===== src/common/pcfd_regs.vh =====
// Constants for the clock fan-out divider: register map, fields, resets and timing
`ifndef PCFD_REGS_VH
`define PCFD_REGS_VH

// Register byte addresses
`define PCFD_AW 8
`define PCFD_ADDR_CTRL 8'h00
`define PCFD_ADDR_STAB 8'h04
`define PCFD_ADDR_STATUS 8'h08
`define PCFD_ADDR_PROGRESS 8'h0C

// Control register fields (write-only actions)
`define PCFD_CTRL_RELOCK 0
`define PCFD_CTRL_SLIP_CLR 1

// Status register fields
`define PCFD_ST_LOCKED 0
`define PCFD_ST_SEL 1
`define PCFD_ST_BYPASS 2
`define PCFD_ST_OE_N 3
`define PCFD_ST_SLIP 4
`define PCFD_ST_ACQ 5

// Stabilization count width and default, in reference cycles
`define PCFD_STAB_W 16
`define PCFD_STAB_DEFAULT 16'h0400

// Oscillator span limits in MHz, and the model's oscillator (the system clock)
`define PCFD_OSC_MIN_MHZ 100
`define PCFD_OSC_MAX_MHZ 200
`define PCFD_SYS_CLK_MHZ 100

// Divider ratios: half and quarter of the oscillator
`define PCFD_DIV_HALF 2
`define PCFD_DIV_QUARTER 4

// Expected feedback edges per reference period when in frequency lock
`define PCFD_FB_PER_REF 2'h1

// Bank width
`define PCFD_BANK_W 3

// Sampled input vector positions for the edge detectors
`define PCFD_IN_REF 0
`define PCFD_IN_FB 1
`define PCFD_IN_CLR 2
`define PCFD_IN_SEL 3
`define PCFD_IN_BYP 4
`define PCFD_IN_OEN 5
`define PCFD_IN_N 6

// Idle levels of the sampled pins: enable and clear rest high
`define PCFD_PIN_IDLE 6'h24

`endif


===== src/verilog/pcfd_edge.v =====
// Edge detector for one synchronous input: held level plus rise and fall pulses
`timescale 1ns/1ps
module pcfd_edge (
	// Clock and reset
	input wire ref_clk,
	input wire rst,
	// Sampled input and its reset level
	input wire din,
	input wire rst_level,
	// Edge results
	output wire level,
	output wire rise,
	output wire fall
);

reg prev_r;
reg armed_r;

// Last level; arms only after reset so the reset constant never fakes an edge
always @(posedge ref_clk or posedge rst) begin
	if (rst) begin
		prev_r <= 1'b0;
		armed_r <= 1'b0;
	end else begin
		prev_r <= din;
		armed_r <= 1'b1;
	end
end

// Pulses are combinational so the caller loses no cycle on a divider edge
assign level = armed_r ? prev_r : rst_level;
assign rise = armed_r & din & ~prev_r;
assign fall = armed_r & ~din & prev_r;

endmodule // pcfd_edge


===== src/verilog/pcfd_top.v =====
// Clock fan-out divider: half and quarter rate banks, bypass, clear, lock tracking
// Operation
// - Make half and quarter clocks, 50% duty.
// - Select level picks clock for first bank.
// - Oscillator spans 100 to 200 MHz.
// - Half-rate feedback: outputs at reference or half.
// - Quarter-rate feedback: outputs at reference or double.
// - Config A: select high, first bank half.
// - Config B: select high, second bank double.
// - Enable high tri-states all outputs.
// - Bypass routes reference around loop.
// - Stabilization after power, select, bypass, enable.
// - Outputs keep 50% duty regardless of reference; in bypass the outputs follow the reference duty.
// - One reference fans to two banks of three.
// - Falling clear edge resets half-rate dividers.
// - First bank half/quarter; second bank always half.
//
// Chosen here: the address map and the strobed register port.
`timescale 1ns/1ps
`include "pcfd_regs.vh"
module pcfd_top #(
	parameter BANK_W = `PCFD_BANK_W,
	parameter STAB_W = `PCFD_STAB_W,
	parameter [`PCFD_STAB_W-1:0] STAB_REF_CYCLES = `PCFD_STAB_DEFAULT
) (
	// Clock and reset
	input wire ref_clk,
	input wire rst,
	// Device pins, sampled on ref_clk
	input wire reference_clock_in,
	input wire loop_feedback_in,
	input wire half_rate_clear,
	input wire bank_ratio_select,
	input wire loop_bypass,
	input wire output_enable_n,
	// First bank outputs
	output wire [BANK_W-1:0] first_bank_outputs,
	output wire [BANK_W-1:0] first_bank_outputs_oe,
	// Second bank outputs
	output wire [BANK_W-1:0] second_bank_outputs,
	output wire [BANK_W-1:0] second_bank_outputs_oe,
	// Lock indication
	output wire loop_locked,
	// Register port
	input wire [`PCFD_AW-1:0] reg_addr,
	input wire [31:0] reg_wdata,
	input wire reg_wr,
	input wire reg_rd,
	output wire [31:0] reg_rdata
);

// Lock tracking states
localparam [2:0] ST_HOLD = 3'h1;
localparam [2:0] ST_ACQ = 3'h2;
localparam [2:0] ST_LOCK = 3'h4;

// Oscillator span must fit the model clock; the loop only exists inside it
localparam OSC_IN_SPAN = (`PCFD_SYS_CLK_MHZ >= `PCFD_OSC_MIN_MHZ) &&
	(`PCFD_SYS_CLK_MHZ <= `PCFD_OSC_MAX_MHZ);
localparam integer QUARTER_STEPS = `PCFD_DIV_QUARTER / `PCFD_DIV_HALF - 1;
localparam [1:0] QUARTER_LAST = QUARTER_STEPS[1:0];

// Address decode shared by the write and read paths
function hit;
	input [`PCFD_AW-1:0] addr;
	input [`PCFD_AW-1:0] target;
	begin
		hit = (addr == target);
	end
endfunction

// Edge detectors for every sampled pin
wire [`PCFD_IN_N-1:0] pin_in;
wire [`PCFD_IN_N-1:0] pin_rst_level;
wire [`PCFD_IN_N-1:0] pin_level;
wire [`PCFD_IN_N-1:0] pin_rise;
wire [`PCFD_IN_N-1:0] pin_fall;

assign pin_in = {output_enable_n, loop_bypass, bank_ratio_select, half_rate_clear,
	loop_feedback_in, reference_clock_in};
// Enable and clear idle high; others idle low, so reset never looks like an edge
assign pin_rst_level = `PCFD_PIN_IDLE;

genvar gi;
generate
	for (gi = 0; gi < `PCFD_IN_N; gi = gi + 1) begin : g_edge
		pcfd_edge u_edge (
			.ref_clk(ref_clk),
			.rst(rst),
			.din(pin_in[gi]),
			.rst_level(pin_rst_level[gi]),
			.level(pin_level[gi]),
			.rise(pin_rise[gi]),
			.fall(pin_fall[gi])
		);
	end
endgenerate

// Named edges used by the dividers and the lock logic
wire ref_rise = pin_rise[`PCFD_IN_REF];
wire fb_rise = pin_rise[`PCFD_IN_FB];
wire clr_fall = pin_fall[`PCFD_IN_CLR];
wire sel_change = pin_rise[`PCFD_IN_SEL] | pin_fall[`PCFD_IN_SEL];
wire byp_enable_loop = pin_fall[`PCFD_IN_BYP];
wire oe_enable = pin_fall[`PCFD_IN_OEN];

// Dividers: oscillator is the system clock, half toggles each cycle, quarter every two
reg half_r;
reg quarter_r;
reg [1:0] quarter_cnt_r;
reg half_nxt;
reg quarter_nxt;
reg [1:0] quarter_cnt_nxt;

always @* begin
	half_nxt = ~half_r;
	quarter_cnt_nxt = (quarter_cnt_r == QUARTER_LAST) ? 2'h0 : quarter_cnt_r + 2'h1;
	quarter_nxt = (quarter_cnt_r == QUARTER_LAST) ? ~quarter_r : quarter_r;
	// Both dividers restart together so the banks stay phase aligned after a clear
	if (clr_fall) begin
		half_nxt = 1'b0;
		quarter_nxt = 1'b0;
		quarter_cnt_nxt = 2'h0;
	end
end

always @(posedge ref_clk or posedge rst) begin
	if (rst) begin
		half_r <= 1'b0;
		quarter_r <= 1'b0;
		quarter_cnt_r <= 2'h0;
	end else begin
		half_r <= half_nxt;
		quarter_r <= quarter_nxt;
		quarter_cnt_r <= quarter_cnt_nxt;
	end
end

// Bank data: decoded from the select level straight off the divider next values
reg [BANK_W-1:0] first_r;
reg [BANK_W-1:0] second_r;
reg first_bit_nxt;
reg second_bit_nxt;

always @* begin
	if (pin_in[`PCFD_IN_BYP]) begin
		// Test path skips the dividers; duty follows the reference here
		first_bit_nxt = reference_clock_in;
		second_bit_nxt = reference_clock_in;
	end else begin
		// Select high gives the quarter clock; config A or B follows from what is fed back
		first_bit_nxt = bank_ratio_select ? quarter_nxt : half_nxt;
		second_bit_nxt = half_nxt;
	end
end

// One source per bank fans to every bit of that bank, so all three track with no skew
always @(posedge ref_clk or posedge rst) begin
	if (rst) begin
		first_r <= {BANK_W{1'b0}};
		second_r <= {BANK_W{1'b0}};
	end else begin
		first_r <= {BANK_W{first_bit_nxt}};
		second_r <= {BANK_W{second_bit_nxt}};
	end
end

assign first_bank_outputs = first_r;
assign second_bank_outputs = second_r;
// Enable is active low and acts at once on every output; each pin has its own enable
genvar bi;
generate
	for (bi = 0; bi < BANK_W; bi = bi + 1) begin : g_oe
		assign first_bank_outputs_oe[bi] = ~output_enable_n;
		assign second_bank_outputs_oe[bi] = ~output_enable_n;
	end
endgenerate

// Register write strobes
wire wr_ctrl = reg_wr & hit(reg_addr, `PCFD_ADDR_CTRL);
wire wr_stab = reg_wr & hit(reg_addr, `PCFD_ADDR_STAB);
wire relock_req = wr_ctrl & reg_wdata[`PCFD_CTRL_RELOCK];
wire slip_clr = wr_ctrl & reg_wdata[`PCFD_CTRL_SLIP_CLR];

// Stabilization length, steered by software
reg [STAB_W-1:0] stab_r;

always @(posedge ref_clk or posedge rst) begin
	if (rst) begin
		stab_r <= STAB_REF_CYCLES;
	end else if (wr_stab) begin
		stab_r <= reg_wdata[STAB_W-1:0];
	end
end

// Lock state, declared here because the feedback check reads it
reg [2:0] state_r;
reg [2:0] state_nxt;

// Feedback check: the board's loop wire must give one feedback edge per reference period
// The count saturates at three so a runaway feedback still reads as a slip
reg [1:0] fb_cnt_r;
reg [1:0] fb_cnt_nxt;
reg [1:0] fb_seen;
reg seen_ref_r;
reg slip_evt;

always @* begin
	fb_seen = (fb_cnt_r == 2'h3) ? fb_cnt_r : fb_cnt_r + {1'b0, fb_rise};
	fb_cnt_nxt = ref_rise ? 2'h0 : fb_seen;
	slip_evt = ref_rise & seen_ref_r & (fb_seen != `PCFD_FB_PER_REF);
end

always @(posedge ref_clk or posedge rst) begin
	if (rst) begin
		fb_cnt_r <= 2'h0;
		seen_ref_r <= 1'b0;
	end else begin
		fb_cnt_r <= fb_cnt_nxt;
		// Ignore the partial first window after the loop is (re)opened
		if (state_r == ST_HOLD) begin
			seen_ref_r <= 1'b0;
		end else if (ref_rise) begin
			seen_ref_r <= 1'b1;
		end
	end
end

// Events that disturb the reference or feedback path and restart the count
wire restart_pin = sel_change | byp_enable_loop | oe_enable;
// Software relock and a detected slip restart it as well
wire restart_sw = relock_req | slip_evt;
wire restart = restart_pin | restart_sw;
// Loop held open while bypassed or while outputs float (feedback broken)
// Limitation: the span test is static, so a model clock outside it never locks
wire loop_open = pin_in[`PCFD_IN_BYP] | output_enable_n | ~OSC_IN_SPAN;

// Lock state machine with reference-cycle counter
reg [STAB_W-1:0] count_r;
reg [STAB_W-1:0] count_nxt;

always @* begin
	state_nxt = state_r;
	count_nxt = count_r;
	case (state_r)
		ST_HOLD: begin
			// Loop open: count parked at zero until feedback can exist
			count_nxt = {STAB_W{1'b0}};
			if (!loop_open) begin
				state_nxt = ST_ACQ;
			end
		end
		ST_ACQ: begin
			// Count reference edges; any disturbance starts over
			if (loop_open) begin
				state_nxt = ST_HOLD;
				count_nxt = {STAB_W{1'b0}};
			end else if (restart) begin
				count_nxt = {STAB_W{1'b0}};
			end else if (count_r >= stab_r) begin
				state_nxt = ST_LOCK;
			end else if (ref_rise) begin
				count_nxt = count_r + {{(STAB_W-1){1'b0}}, 1'b1};
			end
		end
		ST_LOCK: begin
			// Count frozen at its end value while lock holds
			if (loop_open) begin
				state_nxt = ST_HOLD;
				count_nxt = {STAB_W{1'b0}};
			end else if (restart) begin
				state_nxt = ST_ACQ;
				count_nxt = {STAB_W{1'b0}};
			end
		end
		default: begin
			state_nxt = ST_HOLD;
			count_nxt = {STAB_W{1'b0}};
		end
	endcase
end

always @(posedge ref_clk or posedge rst) begin
	if (rst) begin
		state_r <= ST_HOLD;
		count_r <= {STAB_W{1'b0}};
	end else begin
		state_r <= state_nxt;
		count_r <= count_nxt;
	end
end

assign loop_locked = (state_r == ST_LOCK);

// Sticky slip flag; a slip in the clearing cycle survives
// Software clears it by writing the control register
reg slip_r;

always @(posedge ref_clk or posedge rst) begin
	if (rst) begin
		slip_r <= 1'b0;
	end else if (slip_evt) begin
		slip_r <= 1'b1;
	end else if (slip_clr) begin
		slip_r <= 1'b0;
	end
end

// Status bits show the sampled pin levels, not the raw pins
// Read mux; unmapped addresses read zero
reg [31:0] rdata_r;
reg [31:0] rdata_nxt;

always @* begin
	rdata_nxt = 32'h00000000;
	if (hit(reg_addr, `PCFD_ADDR_STAB)) begin
		rdata_nxt[STAB_W-1:0] = stab_r;
	end else if (hit(reg_addr, `PCFD_ADDR_STATUS)) begin
		rdata_nxt[`PCFD_ST_LOCKED] = loop_locked;
		rdata_nxt[`PCFD_ST_SEL] = pin_level[`PCFD_IN_SEL];
		rdata_nxt[`PCFD_ST_BYPASS] = pin_level[`PCFD_IN_BYP];
		rdata_nxt[`PCFD_ST_OE_N] = pin_level[`PCFD_IN_OEN];
		rdata_nxt[`PCFD_ST_SLIP] = slip_r;
		rdata_nxt[`PCFD_ST_ACQ] = (state_r == ST_ACQ);
	end else if (hit(reg_addr, `PCFD_ADDR_PROGRESS)) begin
		rdata_nxt[STAB_W-1:0] = count_r;
	end
end

// Read data stand for exactly the cycle after the strobe
always @(posedge ref_clk or posedge rst) begin
	if (rst) begin
		rdata_r <= 32'h00000000;
	end else if (reg_rd) begin
		rdata_r <= rdata_nxt;
	end else begin
		rdata_r <= 32'h00000000;
	end
end

// Read data leave from a flop so the bus sees one clean cycle
assign reg_rdata = rdata_r;

endmodule // pcfd_top

===== config.mk =====
export PLATFORM = sky130hd
export DESIGN_NAME = pcfd_top
export DESIGN_NICKNAME = d
export VERILOG_FILES = /design/src/verilog/pcfd_edge.v /design/src/verilog/pcfd_top.v
export VERILOG_INCLUDE_DIRS = /design/src /design/src/common
export SDC_FILE = /design/constraint.sdc
export NUM_CORES = 1
export LEC_CHECK = 0
export ABC_AREA = 0
export ABC_CLOCK_PERIOD_IN_PS = 3600
export BUFFER_PORTS_ARGS = -buffer_cell sky130_fd_sc_hd__buf_2
export CORE_AREA = 8 8 90 124
export CTS_CLUSTER_SIZE = 28
export DETAILED_ROUTE_END_ITERATION = 6
export DIE_AREA = 0 0 98 132
export PLACE_DENSITY_LB_ADDON = 0.05
export SLEW_MARGIN = 20
export SYNTH_ARGS = -nofsm -noshare
export SYNTH_HDL_FRONTEND = slang
export SYNTH_HIERARCHICAL = 1
export SYNTH_SLANG_ARGS = --single-unit
export TNS_END_PERCENT = 50

===== constraint.sdc =====
create_clock -name ref_clk -period 3.6 [get_ports ref_clk]
set_input_delay 0 -clock ref_clk [delete_from_list [all_inputs] [get_ports ref_clk]]
set_output_delay 0 -clock ref_clk [all_outputs]
set_load 0.005 [all_outputs]

==> results of run 1 <==
## metal layers
| metal | global-route usage (%) | routed length, µm | up-vias |
|---|---|---|---|
| li1 | - | - | 1478 |
| met1 | 16.54 | 3896 | 1528 |
| met2 | 29.41 | 5386 | 67 |
| met3 | 3.805 | 340 | 15 |
| met4 | 8.442 | 248 | 0 |
| met5 | 0 | 0 | - |
## area by class of cell
cell class | instances | area [µm²] | area share (%)
Sequential cell | 73 | 1829 | 38.05
Clock inverter | 6 | 82.58 | 1.718
Timing Repair Buffer | 88 | 563.0 | 11.71
Clock buffer | 10 | 229.0 | 4.763
Multi-Input combinational cell | 261 | 1868 | 38.86
Tap cell | 110 | 137.6 | 2.863
Inverter | 26 | 97.59 | 2.030
## registers in the layout, summed over array words and instances, names as in the netlist
name / count
quarter_r: 1
count_r: 16
g_edge.u_edge/armed_r: 6
reg_rdata: 16
quarter_cnt_r: 2
fb_cnt_r: 2
slip_r: 1
stab_r: 16
half_r: 1
seen_ref_r: 1
first_bank_outputs: 1
state_r: 3
second_bank_outputs: 1
g_edge.u_edge/prev_r: 6
## cells in the final DEF, fill, tap and decap left out, types with 10 or more instances in the layout
master and instances:
mux2_2 16, nor2_1 15, buf_2 62, nand2_1 20
ha_1 18, inv_1 25, dfrtp_1 71, dlygate4sd3_1 23
a22oi_1 10, nand4_1 10, nor2b_1 18, conb_1 25
## through the flow
step / std cells / hold WS [ns] / util, %
3_5_place_dp: 535 / -0.06485 / 45.86
4_1_cts: 574 / 0.01799 / 51.68
5_1_grt: 574 / 0.05647 / 51.68
6_report: 574 / 0.02706 / 51.68
2_1_floorplan: 397 / -0.2588 / -
3_3_place_gp: 535 / -0.06757 / 45.86
## tightest hold or removal path: cells and delay by family
| kind | cells | cell delay (ns) |
|---|---|---|
| buf+inv | 1 | 0.10 |
| simple gates | 2 | 0.12 |
| compound gates | 1 | 0.11 |
## where the power goes
group	switching, mW	total [mW]	internal [mW]
logic	0.108	0.211	0.103
clock network	0.335	0.938	0.603
registers	0.0324	0.899	0.866
## path summary, 6_finish.rpt
check | from | endpoint | slack, ns | cells past startpoint
setup / recovery | stab_r[5] | count_r[13] | 0.79 | 8
hold / removal | reg_addr[1] | slip_r | 0.03 | 4
setup reg to reg | stab_r[5] | count_r[13] | 0.79 | 8
hold reg to reg | quarter_cnt_r[0] | quarter_cnt_r[0] | 0.44 | 1
max in group asynchronous | rst | state_r[0] | 2.30 | 4
min in group asynchronous | rst | g_edge[5].u_edge/prev_r | 0.14 | 3
## repair_timing
action	4_1_cts	5_1_grt
hold endpoints to repair	71	0
hold buffers	23	0
buffers inserted	0	0
==> run_results.csv, run 1 <==
group,metric,value,unit
floorplanning,num_rows,42,
detailed_routing,finalWirelength,9872,µm
sta,setup_violations,0,
cts,postCtsResizedCells,0,
floorplanning,fp.dieH,132,µm
detailed_routing,num_vias,3088,
cts,cts_buffers,9,
placed_design,gp_congestion,0.8858,
sta,fin_crit_sh,77.95,%
detailed_routing,drtPass1Iterations,4,
detailed_routing,via_per_inst,5.380,
placed_design,place_area,4265,µm²
cts,cts_buffer_depth,2,
setup_path,cpLargestDelayFamily,"simple AND/OR/NAND/NOR gates",
flow_run,max-cap-violations,0,
cts,cts_tree,"done",
final_layout,drive_gt1_share,27.16,%
detailed_routing,post_drt_wl_per_cell,17.20,µm
setup_path,required,3.86,ns
final_layout,antenna_cells,0,
final_layout,nNetsFinal,527,
sta,fin_crit,2.806,ns
sta,finalHoldViolCount,0,
sta,finalSetupTns,0,ns
sta,maxSlewHeadroom,38.51,%
sta,worst_slack,0.7939,ns
status,status,"complete, no violations",
sta,worst_pin_slew,0.9198,ns
detailed_routing,drc_errors,0,
cts,clk_pin_slew_worst_paths,0.06,ns
detailed_routing,drtIter0Drc,145,
global_routing,antenna_found_initial,0,
cts,clk_latency,0.34,ns
placed_design,port_buffers,62,
setup_path,critPathSlowestCell,"or4_1",
floorplanning,die-area,12940,µm²
power_and_ir_drop,power_density,426.0,nW/µm²
yosys,syn_inst,380,
cts,root_buffer,"clkbuf_16",
global_routing,grt_pass1_wl,16430,µm
final_layout,nFillCells,855,
floorplanning,coreArea,9301,µm²
setup_path,path_common_cell,"a21oi_1",
floorplanning,start_util,42.71,%
power_and_ir_drop,ir_worst_vdd,0.3681,mV
setup_path,slowest_delay,0.62,ns
yosys,yosys_warnings,6,
min_path,hp-class,"input pin to register",
floorplanning,die_w,98,µm
sta,max_freq,356.4,MHz
global_routing,gr-total-overflow,0,
yosys,synthesis.area,3973,µm²
global_routing,grt_max_degree,37,
cts,clock_sinks,73,
setup_path,criticalPathCategory,"register to register",
setup_path,crit_path_end_kind,"register",
sta,rsz0062_at_grt,"false",
global_routing,grt_pass1_vias,3255,
floorplanning,io_pins,95,
power_and_ir_drop,finalPower,2.048,mW
sta,finalClockSkew,0.006679,ns
placed_design,preCtsSetupSlack,0.8483,ns
final_layout,fin_area,4807,µm²
cts,ctsHtreeMaxLevel,3,
setup_path,path_cells,"inv_1 -> ha_1 -> a21oi_1 -> o21ai_0 -> a21oi_1 -> nand3_1 -> or4_1 -> o21ai_1",
setup_path,cp.arrival,3.06,ns
placed_design,hpwl,7123,µm
yosys,postSynthAreaPerCell,10.45,µm²
setup_path,cp_num_buf_inv,1,
detailed_routing,ant_nets,0,
global_routing,track_usage,16.12,%
power_and_ir_drop,p_leak,2.301,nW
setup_path,cp-start-kind,"register",
sta,maxSlewViolCount,0,
final_layout,area_delta_synth_final,21.01,%
setup_path,path_max_fanout,11,
(Power assumes the default switching activity.)
==> inputs of run 2 (changes only) <==
ABC_CLOCK_PERIOD_IN_PS = 2300   (was 3600)
clock period = 2.3 ns   (was 3.6 ns; I/O delays follow)
==> run 2 against run 1 <==
Compared with the run above: clock-buffer cell count stayed put; register-to-register slack worse by 0.86 ns; sequential cell count stayed put; hold slack better by 0.0066 ns; final cell count is 13% higher; sequential power is 56% higher; wire length is 8.4% higher; clock skew is 0.0013 ns higher; via count is 10% higher; critical endpoint is now count_r[12]; combinational power is 110% higher; the run now ends with setup timing left.
==> run_results.csv, run 2 (same netlist as run 1, synthesis figures left out) <==
group,metric,value,unit
status,status,"complete, but fails checks",
status,violations,"setup timing",
global_routing,grt_util_met1,18.42,%
floorplanning,die_w,98,µm
floorplanning,coreArea,9301,µm²
sta,setup_violations,6,
sta,rsz0062_at_grt,"true",
detailed_routing,drc_errors,0,
global_routing,busiest_layer,"met2",
global_routing,grt_pass1_wl,17660,µm
sta,fin_crit,2.368,ns
placed_design,preCtsSetupSlack,-0.2490,ns
power_and_ir_drop,p_leak,2.726,nW
power_and_ir_drop,power_density,599.8,nW/µm²
floorplanning,io_pins,95,
sta,maxSlewViolCount,0,
power_and_ir_drop,ir_worst_vdd,0.4448,mV
setup_path,critPathSlowestCell,"dfrtp_1",
setup_path,path_cells,"ha_1 -> nand2b_4 -> a2111oi_4 -> buf_4 -> o41a_1 -> buf_4 -> nand4_1 -> o311ai_2 -> o41ai_2",
floorplanning,fp.dieH,132,µm
final_layout,antenna_cells,0,
setup_path,required,2.51,ns
cts,cts_tree,"done",
detailed_routing,post_drt_wl_per_cell,16.57,µm
floorplanning,start_util,42.71,%
setup_path,crit_path_end_kind,"register",
cts,cts_buffers,9,
setup_path,cp.arrival,2.58,ns
final_layout,layout_commonest_cell,"dfrtp_1",
final_layout,nNetsFinal,600,
floorplanning,num_rows,42,
setup_path,cpLargestDelayFamily,"compound AO/OA/AOI/OAI gates",
final_layout,drive_gt1_share,42.16,%
sta,finalHoldViolCount,0,
final_layout,post-route-util,59.94,%
sta,worst_pin_slew,0.6081,ns
global_routing,gr-total-overflow,0,
sta,fin_hold_ws,0.03367,ns
cts,clk_latency,0.34,ns
setup_path,cp-start-kind,"register",
sta,finalClockSkew,0.008023,ns
detailed_routing,via_per_inst,5.257,
detailed_routing,drtPass1Iterations,4,
detailed_routing,ant_nets,0,
global_routing,grt_max_degree,36,
cts,clock_sinks,73,
placed_design,port_buffers,62,
setup_path,path_common_cell,"buf_4",
global_routing,antenna_found_initial,0,
setup_path,path_max_fanout,4,
detailed_routing,drtIter0Drc,194,
sta,max_freq,422.3,MHz
sta,worst_slack,-0.06815,ns
setup_path,cp_num_buf_inv,2,
sta,maxSlewHeadroom,59.40,%
placed_design,hpwl,7953,µm
detailed_routing,finalWirelength,10710,µm
detailed_routing,num_vias,3396,
placed_design,gp_congestion,0.8820,
setup_path,slowest_delay,0.38,ns
sta,fin_crit_sh,103.0,%
global_routing,track_usage,17.32,%
global_routing,grt_pass1_vias,3584,
setup_path,criticalPathCategory,"register to register",
global_routing,grt_util_met2,31.67,%
final_layout,layout_common_cells,"dfrtp_1, buf_4, buf_2",
floorplanning,die-area,12940,µm²
final_layout,area_delta_synth_final,40.35,%
cts,root_buffer,"clkbuf_16",
min_path,hp-class,"input pin to register",
global_routing,grtUsageMet3,3.594,%
cts,cts_buffer_depth,2,
cts,clk_pin_slew_worst_paths,0.06,ns
cts,ctsHtreeMaxLevel,3,
flow_run,max-cap-violations,0,
==> run 2: tightest hold or removal path: cells and delay by family <==
kind	cells	cell delay [ns]
compound gates	1	0.11
simple gates	2	0.12
buf+inv	1	0.10
==> run 2: power by group <==
part,switching [mW],leakage [nW],internal [mW]
sequential,0.0484,0.967,1.36
clock,0.531,0.151,0.970
combinational,0.206,1.61,0.233
==> run 2: area by class of cell <==
cell class / count / area [µm²]
clock buffers: 10 / 239.0
clock inverters: 5 / 80.08
fillers: 819 / 3726
inverters: 26 / 97.59
multi-input cells: 261 / 2056
flip-flops and latches: 73 / 1829
well taps: 110 / 137.6
repair buffers: 161 / 1136
==> run 2: metal layers <==
layer | vias to the layer above | share of wire, %
met5 | - | 0
met4 | 0 | 2.3
met3 | 15 | 4.2
met2 | 70 | 55
met1 | 1676 | 38
li1 | 1635 | -
==> run 2: through the flow <==
step | area (µm²) | power, mW | setup TNS [ns] | std cells
2_1_floorplan | 4041 | 1.652 | 0 | 397
3_3_place_gp | 4763 | 1.782 | -1.897 | 599
3_5_place_dp | 4763 | 1.793 | -2.706 | 599
4_1_cts | 5415 | 3.361 | -0.2884 | 640
5_1_grt | 5575 | 3.489 | -1.311 | 646
6_report | 5575 | 3.344 | -0.2275 | 646
==> run 2: what timing repair did <==
item                       4_1_cts  5_1_grt
setup buffers                    3        5
cloned                           0        1
setup endpoints to repair       17       17
hold endpoints to repair        62        0
resized for setup               17       29
hold buffers                    23        0
pin swaps                       16       15
==> run 2: path summary, 6_finish.rpt <==
kind,start,end,slack (ns),cells past startpoint
max in group asynchronous,rst,state_r[0],1.30,4
setup / recovery,stab_r[0],count_r[12],-0.07,9
hold reg to reg,quarter_cnt_r[0],quarter_cnt_r[0],0.43,1
min in group asynchronous,rst,g_edge[1].u_edge/armed_r,0.12,3
setup reg to reg,stab_r[0],count_r[12],-0.07,9
hold / removal,reg_addr[1],slip_r,0.03,4
